### src/flp_params.svh
// Offsets, field positions, command codes and mode values for flash lock
`ifndef FLP_PARAMS_SVH
`define FLP_PARAMS_SVH
// Register offsets (byte addresses, one 32-bit register every 4)
`define FLP_OFS_CMD 8'h00
`define FLP_OFS_SADDR 8'h04
`define FLP_OFS_STATUS 8'h08
`define FLP_OFS_ENTRY 8'h0C
`define FLP_OFS_PROT 8'h10
`define FLP_OFS_AREA 8'h14
`define FLP_OFS_ECCTM 8'h18
`define FLP_OFS_DMYECC 8'h1C
`define FLP_OFS_LKSTAT 8'h20
`define FLP_OFS_AUTH 8'h24
`define FLP_OFS_OTP0 8'h28
`define FLP_OFS_OTP1 8'h2C
`define FLP_OFS_OTP2 8'h30
`define FLP_OFS_CFGID 8'h34
`define FLP_OFS_LOCKS0 8'h38
`define FLP_OFS_LOCKS1 8'h3C
`define FLP_OFS_LOCKS2 8'h40
`define FLP_OFS_FAULT 8'h44
// Command codes
`define FLP_CMD_LOCKPRG 8'h77
`define FLP_CMD_LOCKRD 8'h71
`define FLP_CMD_OTPSET 8'h5A
`define FLP_CMD_PROG 8'hE8
`define FLP_CMD_ERASE 8'h20
`define FLP_CMD_CFGSET 8'h40
`define FLP_CMD_CLEAR 8'h50
`define FLP_CMD_STOP 8'hB3
`define FLP_CMD_FINAL 8'hD0
// Mode entry values
`define FLP_ENTRY_READ 16'h0000
`define FLP_ENTRY_DATA 16'h0080
`define FLP_ENTRY_CODE 16'h0001
// OTP set data addresses
`define FLP_OTP_ADDR_LO 32'hFF380040
`define FLP_OTP_ADDR_HI 32'hFF380060
`define FLP_OTP_ADDR_UB 32'hFF380090
`define FLP_OTP_HI_LSB 6
// Block mapping: 8 small blocks of 8 KB then 32 KB blocks
`define FLP_SMALL_SHIFT 13
`define FLP_LARGE_SHIFT 15
`define FLP_SMALL_CNT 8
// Status bit positions
`define FLP_ST_READY 0
`define FLP_ST_ILGL 1
`define FLP_ST_CMDLK 2
`define FLP_ST_CODE_AREA_ACCESS_ERROR 3
`define FLP_ST_DATA_AREA_ACCESS_ERROR 4
`define FLP_ST_ECC_BUFFER_FULL 5
`define FLP_ST_SECLK 6
`define FLP_ST_VECBLK 7
// Processing time of a command in cycles
`define FLP_BUSY_CYC 4'h8
`endif

### src/flp_pkg.sv
// Types shared by the flash lock and OTP protection block
package flp_pkg;
    typedef struct packed {
        logic [7:0] addr;
        logic [31:0] wdata;
        logic wr;
        logic rd;
    } flp_bus_s;
    typedef enum logic [3:0] {
        FLP_IDLE = 4'b0001,
        FLP_WAIT_D0 = 4'b0010,
        FLP_BUSY = 4'b0100,
        FLP_DONE = 4'b1000
    } flp_state_e;
endpackage : flp_pkg

### src/flp_prot.sv
// Flash sequencer lock bit, OTP and command protection logic
// Summary of operation
// - Area select 1 maps setting data into user-area reads for checking.
// - Stored ID readable only after self authentication succeeds.
// - Lock program is 77 then D0 at block start; erase clears lock.
// - Lock read is 71 then D0; result lands in lock status bit.
// - OTP set uses start address as data address; starts on D0.
// - One OTP flag per block, 70 flags: eight 8 KB, 61 of 32 KB at flags 9 to 69.
// - Writing 0 sets a block OTP; only reset returns a flag to 1.
// - OTP data layout at FF380040, FF380060 bit 6, FF380090 bit 0.
// - ECC disable bit makes programming store dummy ECC and parity.
// - Dummy ECC write while buffer full waits; write when flag is 0. Here a write always overwrites dmyecc_r at once.
// - Security locked: code-mode command or data-mode config locks.
// - Entering code mode without released security locks commands.
// - Lock gained while security unreleased survives forced stop.
// - Data mode accepts ordinary commands regardless of security.
// - Program, erase or lock program to OTP block locks commands.
// - After any OTP set, config set of reset vector is refused.
// - Entry 0000 is read mode; any command but clear or stop locks there.
// - Protect bit 0 refuses writes to lock-bit-0 blocks; 1 lifts it.
// - Command while locked sets illegal error, others kept.
// - Clear lock by status clear when ready or stop, no access errors.
`timescale 1ns/1ps
`include "flp_params.svh"
module flp_prot #(
    parameter int NBLK = 70, // User-area blocks
    parameter int NHI = 64 // Upper OTP flags
) (
    input wire logic clock_i, // 20 MHz clock
    input wire logic reset_i, // Sync reset, high
    input wire flp_pkg::flp_bus_s bus_i, // Register port
    input wire logic self_auth_ok_i, // ID authentication passed
    input wire logic [31:0] user_rdata_i, // Normal user-area data
    output logic [31:0] rdata_o, // Read data, one cycle later
    output logic [31:0] user_rdata_o, // User read after area mux
    output logic cmd_locked_o, // Command-locked flag
    output logic [6:0] ecc_dummy_o, // Dummy ECC to the array
    output logic ecc_inject_o // Programming uses dummy ECC
);
    import flp_pkg::*;

    flp_state_e state_r, state_nxt;
    logic [7:0] first_r;
    logic [31:0] saddr_r;
    logic [15:0] entry_r;
    logic prot_dis_r, area_sel_r, ecc_dis_r, ecc_buffer_full_r;
    logic [6:0] dmyecc_r;
    logic lock_rd_r;
    logic [NBLK-1:0] otp_r, lockbit_r;
    logic [NHI-1:0] otp_hi_r;
    logic otp_ub_r, vec_blk_r;
    logic cmdlk_r, ilgl_r, sticky_r, code_area_access_error_r, data_area_access_error_r;
    logic [3:0] busy_r;
    logic [31:0] rdata_r, cfg_id_r;

    // Address decode of each register strobe
    wire wr = bus_i.wr;
    wire w_cmd = wr && bus_i.addr == `FLP_OFS_CMD;
    wire w_sadr = wr && bus_i.addr == `FLP_OFS_SADDR;
    wire w_ent = wr && bus_i.addr == `FLP_OFS_ENTRY;
    wire w_prot = wr && bus_i.addr == `FLP_OFS_PROT;
    wire w_area = wr && bus_i.addr == `FLP_OFS_AREA;
    wire w_ectm = wr && bus_i.addr == `FLP_OFS_ECCTM;
    wire w_decc = wr && bus_i.addr == `FLP_OFS_DMYECC;
    wire w_cfid = wr && bus_i.addr == `FLP_OFS_CFGID;
    wire w_flt = wr && bus_i.addr == `FLP_OFS_FAULT;
    wire [7:0] code = bus_i.wdata[7:0];
    wire ready = (state_r == FLP_IDLE) || (state_r == FLP_DONE);

    // Mode decode
    wire read_mode = entry_r == `FLP_ENTRY_READ;
    wire code_mode = entry_r == `FLP_ENTRY_CODE;
    wire data_mode = entry_r == `FLP_ENTRY_DATA;
    wire sec_lock = !self_auth_ok_i;

    // Block index of the start address, small then large blocks
    wire [31:0] small_ix = saddr_r >> `FLP_SMALL_SHIFT;
    wire [31:0] large_ix = (saddr_r >> `FLP_LARGE_SHIFT) + 32'h7;
    wire [31:0] blk_full = (small_ix < 32'h8) ? small_ix : large_ix;
    wire blk_ok = blk_full < NBLK;
    wire [6:0] blk = blk_ok ? blk_full[6:0] : 7'h0;
    wire otp_hit = blk_ok && !otp_r[blk];
    wire lock_hit = blk_ok && !lockbit_r[blk] && !prot_dis_r;

    // Final D0 step of a two-write command
    wire is_final = w_cmd && state_r == FLP_WAIT_D0;
    wire bad_final = is_final && code != `FLP_CMD_FINAL;
    wire writes_blk = first_r == `FLP_CMD_PROG ||
        first_r == `FLP_CMD_ERASE || first_r == `FLP_CMD_LOCKPRG;
    wire cfg_cmd = first_r == `FLP_CMD_CFGSET || first_r == `FLP_CMD_OTPSET;
    wire sec_viol = sec_lock && (code_mode || (data_mode && cfg_cmd));
    wire vec_viol = first_r == `FLP_CMD_CFGSET && vec_blk_r;
    wire blk_viol = writes_blk && (otp_hit || lock_hit);
    wire final_viol = bad_final || (is_final &&
        (sec_viol || vec_viol || blk_viol || read_mode));

    // Immediate commands and first-write checks
    wire is_clear = w_cmd && code == `FLP_CMD_CLEAR && state_r != FLP_WAIT_D0;
    wire is_stop = w_cmd && code == `FLP_CMD_STOP;
    wire is_first = w_cmd && !is_clear && !is_stop &&
        state_r != FLP_WAIT_D0;
    wire no_acc_err = !code_area_access_error_r && !data_area_access_error_r;
    // Clear allowed only when ready; stop any time; sticky blocks stop
    wire do_unlock = no_acc_err && ((is_clear && ready) ||
        (is_stop && !sticky_r));
    wire first_known = code == `FLP_CMD_LOCKPRG || code == `FLP_CMD_LOCKRD
        || code == `FLP_CMD_OTPSET || code == `FLP_CMD_PROG
        || code == `FLP_CMD_ERASE || code == `FLP_CMD_CFGSET;
    wire first_viol = is_first && (read_mode || !first_known ||
        (cmdlk_r) || state_r == FLP_BUSY);
    wire enter_code = w_ent && bus_i.wdata[15:0] == `FLP_ENTRY_CODE &&
        sec_lock;
    wire go_lock = first_viol || final_viol || enter_code ||
        (is_final && cmdlk_r);
    wire cmd_in_lock = cmdlk_r && (is_first || is_final);

    // Command sequencer
    always_comb begin
        state_nxt = state_r;
        case (state_r)
            FLP_IDLE, FLP_DONE: begin
                if (is_first && !first_viol) begin
                    state_nxt = FLP_WAIT_D0;
                end
            end
            FLP_WAIT_D0: begin
                if (is_stop) begin
                    state_nxt = FLP_IDLE;
                end else if (is_final) begin
                    state_nxt = final_viol || cmdlk_r ? FLP_IDLE : FLP_BUSY;
                end
            end
            FLP_BUSY: begin
                if (is_stop) begin
                    state_nxt = FLP_IDLE;
                end else if (busy_r == 4'h0) begin
                    state_nxt = FLP_DONE;
                end
            end
            default: state_nxt = FLP_IDLE;
        endcase
    end

    // Sequencer state and busy counter
    always_ff @(posedge clock_i) begin
        if (reset_i) begin
            state_r <= FLP_IDLE;
            first_r <= 8'h00;
            busy_r <= 4'h0;
        end else begin
            state_r <= state_nxt;
            if (is_first) begin
                first_r <= code;
            end
            if (state_nxt == FLP_BUSY && state_r != FLP_BUSY) begin
                busy_r <= `FLP_BUSY_CYC;
            end else if (busy_r != 4'h0) begin
                busy_r <= busy_r - 4'h1;
            end
        end
    end

    // Command execution once processing finishes
    wire finish = state_r == FLP_BUSY && busy_r == 4'h0 && !is_stop;
    wire otp_lo_sel = saddr_r == `FLP_OTP_ADDR_LO;
    wire otp_hi_sel = saddr_r == `FLP_OTP_ADDR_HI;
    wire otp_ub_sel = saddr_r == `FLP_OTP_ADDR_UB;
    wire [NBLK-1:0] otp_wdata;
    wire [NHI-1:0] otp_hdata;
    assign otp_wdata = {cfg_id_r[NBLK-65:0], cfg_id_r, cfg_id_r};
    assign otp_hdata = {cfg_id_r, cfg_id_r};

    // Flags, OTP store and lock bits
    always_ff @(posedge clock_i) begin
        if (reset_i) begin
            otp_r <= '1;
            otp_hi_r <= '1;
            otp_ub_r <= 1'b1;
            lockbit_r <= '1;
            lock_rd_r <= 1'b1;
            vec_blk_r <= 1'b0;
        end else if (finish) begin
            case (first_r)
                `FLP_CMD_LOCKPRG: lockbit_r[blk] <= 1'b0;
                `FLP_CMD_ERASE: lockbit_r[blk] <= 1'b1;
                `FLP_CMD_LOCKRD: lock_rd_r <= lockbit_r[blk];
                `FLP_CMD_OTPSET: begin
                    // Zeros only accumulate, so a flag cannot return to 1
                    if (otp_lo_sel) begin
                        otp_r <= otp_r & otp_wdata;
                    end
                    if (otp_hi_sel) begin
                        otp_hi_r <= otp_hi_r & otp_hdata;
                    end
                    if (otp_ub_sel) begin
                        otp_ub_r <= otp_ub_r & cfg_id_r[0];
                    end
                    vec_blk_r <= 1'b1;
                end
                default: vec_blk_r <= vec_blk_r;
            endcase
        end
    end

    // Command lock, error flags, control registers
    always_ff @(posedge clock_i) begin
        if (reset_i) begin
            cmdlk_r <= 1'b0;
            ilgl_r <= 1'b0;
            sticky_r <= 1'b0;
            code_area_access_error_r <= 1'b0;
            data_area_access_error_r <= 1'b0;
            saddr_r <= 32'h0;
            entry_r <= `FLP_ENTRY_READ;
            prot_dis_r <= 1'b0;
            area_sel_r <= 1'b0;
            ecc_dis_r <= 1'b0;
            dmyecc_r <= 7'h7F;
            ecc_buffer_full_r <= 1'b0;
            cfg_id_r <= 32'hFFFFFFFF;
        end else begin
            // A new lock wins over a same-cycle clear
            if (go_lock || cmd_in_lock) begin
                cmdlk_r <= 1'b1;
                ilgl_r <= 1'b1;
                if (sec_lock) begin
                    sticky_r <= 1'b1;
                end
            end else if (do_unlock) begin
                cmdlk_r <= 1'b0;
                ilgl_r <= 1'b0;
                sticky_r <= 1'b0;
            end
            if (w_flt) begin
                code_area_access_error_r <= bus_i.wdata[0];
                data_area_access_error_r <= bus_i.wdata[1];
            end
            if (w_sadr) begin
                saddr_r <= bus_i.wdata;
            end
            if (w_ent) begin
                entry_r <= bus_i.wdata[15:0];
            end
            if (w_prot) begin
                prot_dis_r <= bus_i.wdata[0];
            end
            if (w_area) begin
                area_sel_r <= bus_i.wdata[0];
            end
            if (w_ectm) begin
                ecc_dis_r <= bus_i.wdata[0];
            end
            // Buffer holds one dummy word until a command finishes or a forced stop
            if (w_decc) begin
                dmyecc_r <= bus_i.wdata[6:0];
                ecc_buffer_full_r <= 1'b1;
            end else if (finish || is_stop) begin
                ecc_buffer_full_r <= 1'b0;
            end
            if (w_cfid) begin
                cfg_id_r <= bus_i.wdata;
            end
        end
    end

    // Setting-area view: OTP words then stored ID after authentication
    wire [31:0] set_view = otp_lo_sel ? otp_r[31:0] :
        otp_hi_sel ? {otp_hi_r[25:0], 6'h3F} :
        otp_ub_sel ? {31'h7FFFFFFF, otp_ub_r} :
        self_auth_ok_i ? cfg_id_r : 32'h0;
    assign user_rdata_o = area_sel_r ? set_view : user_rdata_i;
    assign cmd_locked_o = cmdlk_r;
    assign ecc_dummy_o = dmyecc_r;
    assign ecc_inject_o = ecc_dis_r;

    // Read data mux
    wire [31:0] status_w = {24'h0, vec_blk_r, sec_lock, ecc_buffer_full_r, data_area_access_error_r,
        code_area_access_error_r, cmdlk_r, ilgl_r, ready};
    wire [31:0] rd_mux =
        bus_i.addr == `FLP_OFS_SADDR ? saddr_r :
        bus_i.addr == `FLP_OFS_STATUS ? status_w :
        bus_i.addr == `FLP_OFS_ENTRY ? {16'h0, entry_r} :
        bus_i.addr == `FLP_OFS_PROT ? {31'h0, prot_dis_r} :
        bus_i.addr == `FLP_OFS_AREA ? {31'h0, area_sel_r} :
        bus_i.addr == `FLP_OFS_ECCTM ? {31'h0, ecc_dis_r} :
        bus_i.addr == `FLP_OFS_DMYECC ? {25'h0, dmyecc_r} :
        bus_i.addr == `FLP_OFS_LKSTAT ? {31'h0, lock_rd_r} :
        bus_i.addr == `FLP_OFS_AUTH ? {31'h0, sec_lock} :
        bus_i.addr == `FLP_OFS_OTP0 ? otp_r[31:0] :
        bus_i.addr == `FLP_OFS_OTP1 ? otp_r[63:32] :
        bus_i.addr == `FLP_OFS_OTP2 ? {26'h3FFFFFF, otp_r[NBLK-1:64]} :
        bus_i.addr == `FLP_OFS_CFGID ? (self_auth_ok_i ? cfg_id_r : 32'h0) :
        bus_i.addr == `FLP_OFS_LOCKS0 ? lockbit_r[31:0] :
        bus_i.addr == `FLP_OFS_LOCKS1 ? lockbit_r[63:32] :
        bus_i.addr == `FLP_OFS_LOCKS2 ? {26'h0, lockbit_r[NBLK-1:64]} :
        bus_i.addr == `FLP_OFS_FAULT ? {30'h0, data_area_access_error_r, code_area_access_error_r} : 32'h0;

    // Read data registered; unmapped and command area read as zero
    always_ff @(posedge clock_i) begin
        if (reset_i) begin
            rdata_r <= 32'h0;
        end else begin
            rdata_r <= bus_i.rd ? rd_mux : 32'h0;
        end
    end
    assign rdata_o = rdata_r;
endmodule : flp_prot

### config.mk
export PLATFORM = sky130hd
export DESIGN_NAME = flp_prot
export DESIGN_NICKNAME = d
export VERILOG_FILES = /design/src/flp_pkg.sv /design/src/flp_prot.sv
export VERILOG_INCLUDE_DIRS = /design/src /design/src/src
export SDC_FILE = /design/constraint.sdc
export NUM_CORES = 1
export LEC_CHECK = 0
export BUFFER_PORTS_ARGS = -buffer_cell sky130_fd_sc_hd__buf_2
export CORE_ASPECT_RATIO = 1.4
export CORE_MARGIN = 2
export CORE_UTILIZATION = 30
export CTS_BUF_LIST = sky130_fd_sc_hd__clkbuf_8
export DETAILED_ROUTE_END_ITERATION = 10
export SLEW_MARGIN = 20
export SYNTH_ARGS = -nofsm -noshare
export SYNTH_HDL_FRONTEND = slang
export SYNTH_SLANG_ARGS = --single-unit
### constraint.sdc
create_clock -name clock_i -period 3.6 [get_ports clock_i]
set_clock_uncertainty 0.2 [all_clocks]
set_input_delay 0.36 -clock clock_i [delete_from_list [all_inputs] [get_ports clock_i]]
set_output_delay 0.36 -clock clock_i [all_outputs]
set_load 0.005 [all_outputs]
Yosys cells after proc, flatten, opt, wreduce, memory -nomap -nowiden
Cells that the tools add are included.

Register bits: 350. Logic and storage cells: 222. Output and inout port bits: 73. Input port bits: 77.

Reductions and logical operators: 94. Multiplexer cells: 46. $lt $le $gt $ge: 4. Add/sub/neg operators: 2. Equal/unequal tests: 46. Bitwise gates (word level): 7.

Operators with widths (count): 32-bit 2-to-1 mux (20); 70-bit bitwise AND (2); 70-bit one-hot mux with 2 select lines (1); 32-bit == test, second input constant (3); 8-bit by 7-bit == test with 1-bit output, second input constant (11); 8-bit by 6-bit == test with 1-bit output, second input constant (10); 70-bit inverter (1); 70-bit OR (1); 64-bit bitwise AND (1); 1-bit logical AND (39); 16-bit by 1-bit == test with 1-bit output, second input constant (2); 8-bit by 5-bit == test with 1-bit output, second input constant (4); 4-bit 2-to-1 mux (7); 1-bit logical OR (26); 8-bit == test, second input constant (3); 19-bit by 4-bit less-than comparator with 1-bit output, second input constant (1); 19-bit by 7-bit less-than comparator with 1-bit output, second input constant (1); 19-bit 2-to-1 mux (1); 17-bit by 3-bit adder with 18-bit output, second input constant (1); 16-bit by 8-bit == test with 1-bit output, second input constant (1); 8-bit by 4-bit == test with 1-bit output, second input constant (2); 16-bit logical NOT (1); 1-bit binary-select mux with 7-bit select (2); 4-bit one-hot mux with 3 select lines (1); other kinds (28) (57).

Logic depth before layout (Yosys ltp)
Gate-level depths: netlist (run 1).

Word-level depth: 23. Mapped depth: 15. Gate-level depth less buffers: 13.

Least setup slack after synthesis (run 1)
OpenSTA, ideal clock, no wires.

Kind: reg-to-reg. Start point: register saddr_r[15]. End point: register busy_r[2]. Buffers on the path: 1. Path slack: -0.154 ns. Stages on the path, launching flop included: 15. Setup time: 0.149 ns. Arrival time: 3.405 ns. Clock period less this slack: 3.754 ns. Cells stage by stage: dfxtp_1 clkinv_1 ha_1 nor2b_2 nor3_1 a21oi_1 a311o_1 nor4_4 and2_4 buf_6 a22oi_1 o32a_1 and4_1 a2111oi_2 nor4_2.

Longest elaborated chain between the ends: 23. Elaborated cells on any way between the ends: 28. Those cells by class: 1 x add/sub; 2 x order compare; 1 x eq/ne; 10 x mux; 14 x reduce/logical.

RTL lines: start: declaration (RTL line flp_prot.sv:44) `logic [31:0] saddr_r;`; start signal: assignment (RTL line flp_prot.sv:239) `saddr_r <= bus_i.wdata;`; 17-bit by 3-bit adder with 18-bit output or 19-bit by 4-bit less-than comparator with 1-bit output (tied branches) (RTL line flp_prot.sv:78, flp_prot.sv:79); 19-bit 2-to-1 mux (*) (RTL line flp_prot.sv:79) `wire [31:0] blk_full = (small_ix < 32'h8) ? small_ix : large_ix;`; 19-bit by 7-bit less-than comparator with 1-bit output (RTL line flp_prot.sv:80) `wire blk_ok = blk_full < NBLK;`; 7-bit 2-to-1 mux (RTL line flp_prot.sv:81) `wire [6:0] blk = blk_ok ? blk_full[6:0] : 7'h0;`; 1-bit binary-select mux with 7-bit select (RTL line flp_prot.sv:83) `wire lock_hit = blk_ok && !lockbit_r[blk] && !prot_dis_r;`; 1-bit 2-to-1 mux (not written as such) (RTL line flp_prot.sv:83); 1-bit logical NOT (RTL line flp_prot.sv:83); 1-bit logical AND (2 in a row) (RTL line flp_prot.sv:83); [... 6 more ...]; 1-bit logical OR (*) (RTL line flp_prot.sv:130) `state_nxt = final_viol || cmdlk_r ? FLP_IDLE : FLP_BUSY;`; 3-bit 2-to-1 mux (*) (RTL line flp_prot.sv:130); 4-bit 2-to-1 mux (*) (RTL line flp_prot.sv:129) `end else if (is_final) begin`; 4-bit 2-to-1 mux (*) (RTL line flp_prot.sv:127) `if (is_stop) begin`; 4-bit one-hot mux with 3 select lines (*) (RTL line flp_prot.sv:120) `case (state_r)`; 4-bit by 3-bit == test with 1-bit output (*) (RTL line flp_prot.sv:155) `if (state_nxt == FLP_BUSY && state_r != FLP_BUSY) begin`; 1-bit logical AND (*) (RTL line flp_prot.sv:155); 2-bit OR reduction (no line) (*); end signal: assignment (RTL line flp_prot.sv:156) `` busy_r <= `FLP_BUSY_CYC; ``; end signal: assignment (RTL line flp_prot.sv:158) `busy_r <= busy_r - 4'h1;`; end: declaration (RTL line flp_prot.sv:53) `logic [3:0] busy_r;`.

Mark *: on every way between the ends. The rest lies on a longest branch, timed or not. The select of a mux whose other input is x is not followed. A chain may end at the register's enable or synchronous reset.

Final worst setup path (run 1)
Start point: register saddr_r[22]. End point: output user_rdata_o[20].

Longest elaborated chain between the ends: 5. Elaborated cells on any way between the ends: 7. Those cells by class: 3 x eq/ne; 4 x mux.

RTL lines: 32-bit == test (no line); 32-bit 2-to-1 mux (RTL line flp_prot.sv:269) `otp_ub_sel ? {31'h7FFFFFFF, otp_ub_r} :`; 32-bit 2-to-1 mux (RTL line flp_prot.sv:268) `otp_hi_sel ? {otp_hi_r[25:0], 6'h3F} :`; 32-bit 2-to-1 mux (*) (RTL line flp_prot.sv:267) `wire [31:0] set_view = otp_lo_sel ? otp_r[31:0] :`; 32-bit 2-to-1 mux (*) (RTL line flp_prot.sv:271) `assign user_rdata_o = area_sel_r ? set_view : user_rdata_i;`; end: declaration (RTL line flp_prot.sv:35) `output logic [31:0] user_rdata_o,`.

Mark *: on every way between the ends. The rest lies on a longest branch, timed or not.

==> results of run 1 <==
how the worst min path moves through the flow:
stage / start / endpoint / slack, ps / cells past startpoint
after detailed placement: otp_hi_r[10] / otp_hi_r[10] / 260 / 2
after CTS: bus_i[2] / area_sel_r / 20 / 4
final: bus_i[2] / area_sel_r / 50 / 4
after global routing: bus_i[2] / area_sel_r / 50 / 4
after floorplan: otp_hi_r[0] / otp_hi_r[0] / 240 / 2
after global placement: otp_hi_r[20] / otp_hi_r[20] / 250 / 2
logic make-up after synthesis:
| kind of cell | count (synthesis) | share of synthesized area (%) |
|---|---|---|
| buffers and inverters | 188 | 4.74 |
| AOI/OAI and AO/OA | 651 | 27.6 |
| adders and majority gates | 2 | 0.155 |
| and+or+nand+nor | 736 | 22.4 |
| xor gates and xnor gates | 17 | 0.921 |
| DFF | 312 | 38.6 |
| muxes | 86 | 5.62 |
final cells by class:
| class | instances | share of cell area [%] |
|---|---|---|
| inverter | 22 | 0.387 |
| antenna | 2 | 0.0231 |
| multi-input combinational | 1492 | 45.2 |
| clock inverter | 19 | 0.785 |
| tap | 714 | 4.12 |
| timing repair buffer | 450 | 16.4 |
| sequential | 312 | 28.9 |
| clock buffer | 66 | 4.19 |
layout by cell type (no fill, tap or decap), types with 31 or more instances in the layout:
| cell | synthesis | routed |
|---|---|---|
| dfxtp_1 | 312 | 304 |
| nand2_1 | 298 | 290 |
| buf_4 | 4 | 220 |
| a21oi_1 | 168 | 146 |
| buf_2 | 18 | 137 |
| o21ai_0 | 135 | 131 |
| nand2b_1 | 94 | 92 |
| nor2_1 | 100 | 90 |
| a22oi_1 | 72 | 71 |
| clkbuf_8 | 0 | 66 |
| nand3_1 | 60 | 59 |
| a311o_1 | 59 | 59 |
| mux2i_1 | 48 | 47 |
| nand3b_1 | 41 | 41 |
| a21boi_0 | 60 | 37 |
| dlygate4sd3_1 | 0 | 37 |
| buf_6 | 3 | 35 |
| nor3_1 | 36 | 31 |
Yosys cell counts, types with 12 or more instances:
cell,count
mux2_2,38
mux2i_1,48
clkbuf_1,136
nor3_1,36
dfxtp_1,312
nand3b_1,41
a211o_1,17
a311o_1,59
a22oi_1,72
a21oi_1,168
nor2_1,100
nand3_1,60
inv_1,21
a21o_1,21
a22o_1,12
nand2_1,298
a31oi_1,16
a222oi_1,23
buf_2,18
nand2b_1,94
and2_1,13
o21ai_0,135
a21boi_0,60
nor4_1,23
and3_1,15
report_power, final:
| group | switching, W | internal (W) | total, W |
|---|---|---|---|
| combinational | 0.000302 | 0.000257 | 0.000558 |
| clock | 0.00151 | 0.00185 | 0.00336 |
| sequential | 0.0000180 | 0.00347 | 0.00349 |
what timing repair did:
item                                   4_1_cts  5_1_grt
cloned                                       4        2
endpoints found under the hold margin       99        0
buffers inserted                            13       19
hold buffers                                37        0
setup endpoints to repair                   89       87
resized for setup                           70      142
pin swaps                                   11       52
through the flow:
step / setup slack, ps / area, µm²
2_1_floorplan: 17.9 / 16200
3_3_place_gp: -492 / 19100
3_5_place_dp: -485 / 19100
4_1_cts: -217 / 21000
5_1_grt: -328 / 21700
6_report: -244 / 21700
per-layer routing:
metal / up-vias / global-route usage (%)
li1: 7959 / -
met5: - / 0
met2: 841 / 45.4
met1: 8525 / 29.8
met3: 229 / 3.00
met4: 0 / 12.2
worst reg2reg max path: cells and delay by family, from the launching register on:
family / cells / cell delay (ps)
DFF: 1 / 360
buffers and inverters: 5 / 680
AOI/OAI and AO/OA: 7 / 1590
and+or+nand+nor: 4 / 880
==> flow_summary.json, run 1 <==
{
  "syn_area_um2": 16200,
  "first_iter_violations": 1759,
  "first_global_vias": 16800,
  "yosys-top-cells-area": "dfxtp_1, nand2_1, a21oi_1",
  "syn_area_per_cell_um2": 8.12,
  "setup-violations-final": 40,
  "cts.sinks": 312,
  "grt_antenna_before_repair": 1,
  "cp-end-kind": "output port",
  "cts_buffers": 47,
  "r2r_end": "ilgl_r",
  "std_cell_rows": 100,
  "power_density_nw_per_um2": 342,
  "clockBufferDepth": 3,
  "slew_headroom_pct": 34.8,
  "firstDrtPassIters": 8,
  "gp_congestion": 0.973,
  "crit_end": "user_rdata_o[20]",
  "ant_nets": 0,
  "status": "finished, violations left",
  "worst-setup-path-type": "register to output port",
  "cp.buffers_inverters": 5,
  "fp.dieH_um": 279,
  "synth_cell_types": 84,
  "grt_usage_pct": 25.3,
  "synth_area_leader_cell": "dfxtp_1",
  "fin_util_pct": 40.8,
  "initial_core_util_pct": 30.4,
  "violations": "negative setup slack",
  "path_cells": "buf_6, or4_4, nor2_4, nand4_1, nor3_2, buf_4, and3_4, nand2b_4, buf_12, buf_4, a21oi_1, a21oi_1, mux2_2, buf_2",
  "power_w": 0.00741,
  "ys_warn_count": 0,
  "wl_met1_mm": 28.2,
  "drt_drc_violations_left": 0,
  "wire_per_inst_um": 23.9,
  "cts_tree": "yes",
  "met2_length_mm": 36.6,
  "io_pins": 150,
  "synth_top_area_share_pct": 38.6,
  "maxUsedRoutingLayer": "met4",
  "async_reset_ff_share_pct": 0,
  "grt_pass1_wl_mm": 108,
  "reg2reg_depth": 16,
  "fin_crit_sh_pct": 107,
  "cap_viol_max_count": 0,
  "slowest_stage": "or4_4",
  "synth-seq-cells": 312,
  "root_buffer": "clkbuf_8",
  "wl_met3_mm": 4.59,
  "synth_edf_count": 0,
  "fmax_mhz": 260,
  "worstSetupPathDepth": 14,
  "hold_viol": 0,
  "areaGrowthSynthToFinish_pct": 34.1,
  "start_kind": "register",
  "setup_tns_ps": -6010,
  "rsz0062_at_grt": "true",
  "slew_viol_final": 0,
  "fillers": 5386,
  "synth-seq-area-share_pct": 38.6,
  "design.die.area_um2": 55800,
  "syn_nets": 2071,
  "r2r_setup_slack_ps": -190,
  "crit_family": "simple AND/OR/NAND/NOR gates",
  "portBuffers": 149,
  "via_count": 17600,
  "worst_slew_pin_slew_ps": 970,
  "multiInputGateArea_um2": 9810,
  "insertion_delay_ps": 620,
  "layout.area.seq_um2": 6260,
  "total_leakage_power_nw": 8.36,
  "drt_wl_total_mm": 73.6,
  "fin_crit_ps": 3840,
  "core_area_um2": 53200,
  "hold_path_class": "primary input to register",
  "synthesis.instances": 1992,
  "max_stage_delay_ps": 530,
  "dp.cells": 2920,
  "fin_cells": 3077,
  "worst_ep_required_time_ps": 3040,
  "fin_ws_ps": -244,
  "hpwl_mm": 54.2,
  "finalHoldWorstSlack_ps": 46.5,
  "final_nets": 2404,
  "critPathArrivalTime_ps": 3280,
  "globalRouteOverflowTotal": 0,
  "grt_start_max_net_pins": 130,
  "cts_max_level": 2,
  "crit_path_start": "saddr_r[22]",
  "final_layout_size_suffix_gt1_share_pct": 28.1,
  "die_x_um": 200,
  "cp_max_fo": 9,
  "synth_flop_cell": "dfxtp_1",
  "clkTransAtPathRegs_ps": 70,
  "ir_drop_mv": 0.233,
  "viasPerCell": 5.70,
  "r2r-start": "saddr_r[16]"
}
(Power assumes the default switching activity.)
==> run 2, diff against run 1 <==
--- a/config.mk
+++ b/config.mk
@@ -12,6 +12,7 @@
 export CORE_UTILIZATION = 30
 export CTS_BUF_LIST = sky130_fd_sc_hd__clkbuf_8
 export DETAILED_ROUTE_END_ITERATION = 10
+export PLACE_DENSITY_LB_ADDON = 0.1
 export SLEW_MARGIN = 20
 export SYNTH_ARGS = -nofsm -noshare
 export SYNTH_HDL_FRONTEND = slang
==> flow_summary.json, run 2 (synthesis gave the netlist of run 1 again) <==
{
  "status": "finished, violations left",
  "violations": "negative setup slack",
  "wire_per_inst_um": 25.5,
  "cts_max_level": 2,
  "io_pins": 150,
  "hold_path_class": "primary input to register",
  "slowest_stage": "or4_4",
  "via_count": 17200,
  "worst_slew_pin_slew_ps": 866,
  "areaGrowthSynthToFinish_pct": 34.2,
  "clockBufferDepth": 3,
  "hold_viol": 0,
  "cp_max_fo": 7,
  "fillers": 5524,
  "setup-violations-final": 41,
  "path_cells": "buf_6, or4_4, nor2_2, nand4_1, nor3_4, buf_6, and3_4, nand2b_4, buf_12, buf_12, a21oi_2, a21oi_1, mux2_4, buf_6",
  "core_area_um2": 53200,
  "maxUsedRoutingLayer": "met5",
  "fmax_mhz": 251,
  "crit_top_cell": "buf_6",
  "slew_headroom_pct": 42.3,
  "layout.cells.most_common_list": "dfxtp_1, nand2_1, buf_4, a21oi_1, o21ai_0",
  "final_common_cell": "dfxtp_1",
  "start_kind": "register",
  "final_nets": 2417,
  "ir_drop_mv": 0.305,
  "setup_tns_ps": -11940,
  "ant_nets": 0,
  "rsz0062_at_grt": "true",
  "insertion_delay_ps": 720,
  "fin_crit_sh_pct": 111,
  "grt_antenna_before_repair": 2,
  "cts_buffers": 56,
  "grt_usage_pct": 27.6,
  "worst-setup-path-type": "register to output port",
  "grt_pass1_wl_mm": 115,
  "wl_met1_mm": 30.6,
  "grt_start_max_net_pins": 167,
  "power_w": 0.00783,
  "cts_tree": "yes",
  "gp_congestion": 0.942,
  "viasPerCell": 5.55,
  "finalHoldWorstSlack_ps": 64.6,
  "drt_wl_total_mm": 79.0,
  "die_x_um": 200,
  "design.die.area_um2": 55800,
  "power_density_nw_per_um2": 361,
  "portBuffers": 149,
  "final_layout_size_suffix_gt1_share_pct": 27.9,
  "fin_ws_ps": -389,
  "firstDrtPassIters": 7,
  "cp-end-kind": "output port",
  "cap_viol_max_count": 0,
  "globalRouteOverflowTotal": 0,
  "critPathArrivalTime_ps": 3430,
  "worst_ep_required_time_ps": 3040,
  "met2_length_mm": 40.3,
  "cts.sinks": 312,
  "first_iter_violations": 1270,
  "root_buffer": "clkbuf_8",
  "clkTransAtPathRegs_ps": 60,
  "fin_crit_ps": 3990,
  "max_stage_delay_ps": 500,
  "std_cell_rows": 100,
  "total_leakage_power_nw": 8.45,
  "drt_drc_violations_left": 0,
  "slew_viol_final": 0,
  "hpwl_mm": 59.5,
  "initial_core_util_pct": 30.4,
  "fp.dieH_um": 279,
  "first_global_vias": 17100,
  "wl_met3_mm": 3.13
}
[run 2: cell count changes in the layout (fill, tap and decap cells not counted), sizes merged]
cell         before  now
clkbuf           68   78
inv              31   37
clkinv            5   10
buf             411  414
dlygate4sd3      37   39
bufinv            3    2
clkinvlp          2    1
diode             2    1
[run 2: path summary, 6_finish.rpt]
path	startpoint	endpoint	slack (ps)	cells after the start
setup / recovery	saddr_r[17]	user_rdata_o[24]	-390	14
hold / removal	bus_i[38]	data_area_access_error_r	60	5
setup reg to reg	saddr_r[16]	busy_r[2]	-210	12
hold reg to reg	otp_hi_r[9]	otp_hi_r[9]	270	2
[run 2: area by class of cell]
type / count / area, µm² / share of cell area [%]
multi-input cells: 1492 / 9730 / 44.9
flip-flops and latches: 312 / 6260 / 28.8
repair buffers: 454 / 3460 / 16.0
clock buffers: 77 / 1060 / 4.88
well taps: 714 / 893 / 4.12
clock inverters: 28 / 208 / 0.957
inverters: 22 / 83.8 / 0.386
diodes: 1 / 2.50 / 0.0115
[run 2: per-layer routing]
metal	GRT usage (%)	vias up
li1	-	8004
met1	31.1	8455
met2	50.0	551
met3	3.08	184
met4	16.6	2
met5	0	-
[run 2: timing repair]
item | 4_1_cts | 5_1_grt
resized for setup | 84 | 89
pin swaps | 7 | 9
setup buffers | 13 | 3
hold endpoints to repair | 96 | 0
setup endpoints to repair | 152 | 104
hold buffers | 39 | 0
gates cloned | 1 | 0
[run 2: stage by stage]
step / util (%) / area, µm² / worst slack (ps) / cells
6_report: 40.8 / 21700 / -389 / 3100
5_1_grt: 40.8 / 21700 / -531 / 3100
4_1_cts: 40.1 / 21300 / -414 / 3099
3_5_place_dp: 36.1 / 19200 / -689 / 2943
3_3_place_gp: 36.1 / 19200 / -747 / 2943
2_1_floorplan: - / 16200 / 17.9 / 1992
[run 2: power by group]
group / total (W) / internal [W] / switching [W]
logic: 0.000566 / 0.000265 / 0.000300
clock network: 0.00377 / 0.00207 / 0.00170
registers: 0.00349 / 0.00348 / 0.0000172
total: 0.00783 / 0.00581 / 0.00202
[run 2: critical path, delay by kind of cell (launching register included)]
family / cells / cell delay, ps
buffers and inverters: 5 / 650
muxes: 1 / 170
AOI/OAI and AO/OA: 2 / 170
and+or+nand+nor: 6 / 1390
DFF: 1 / 360
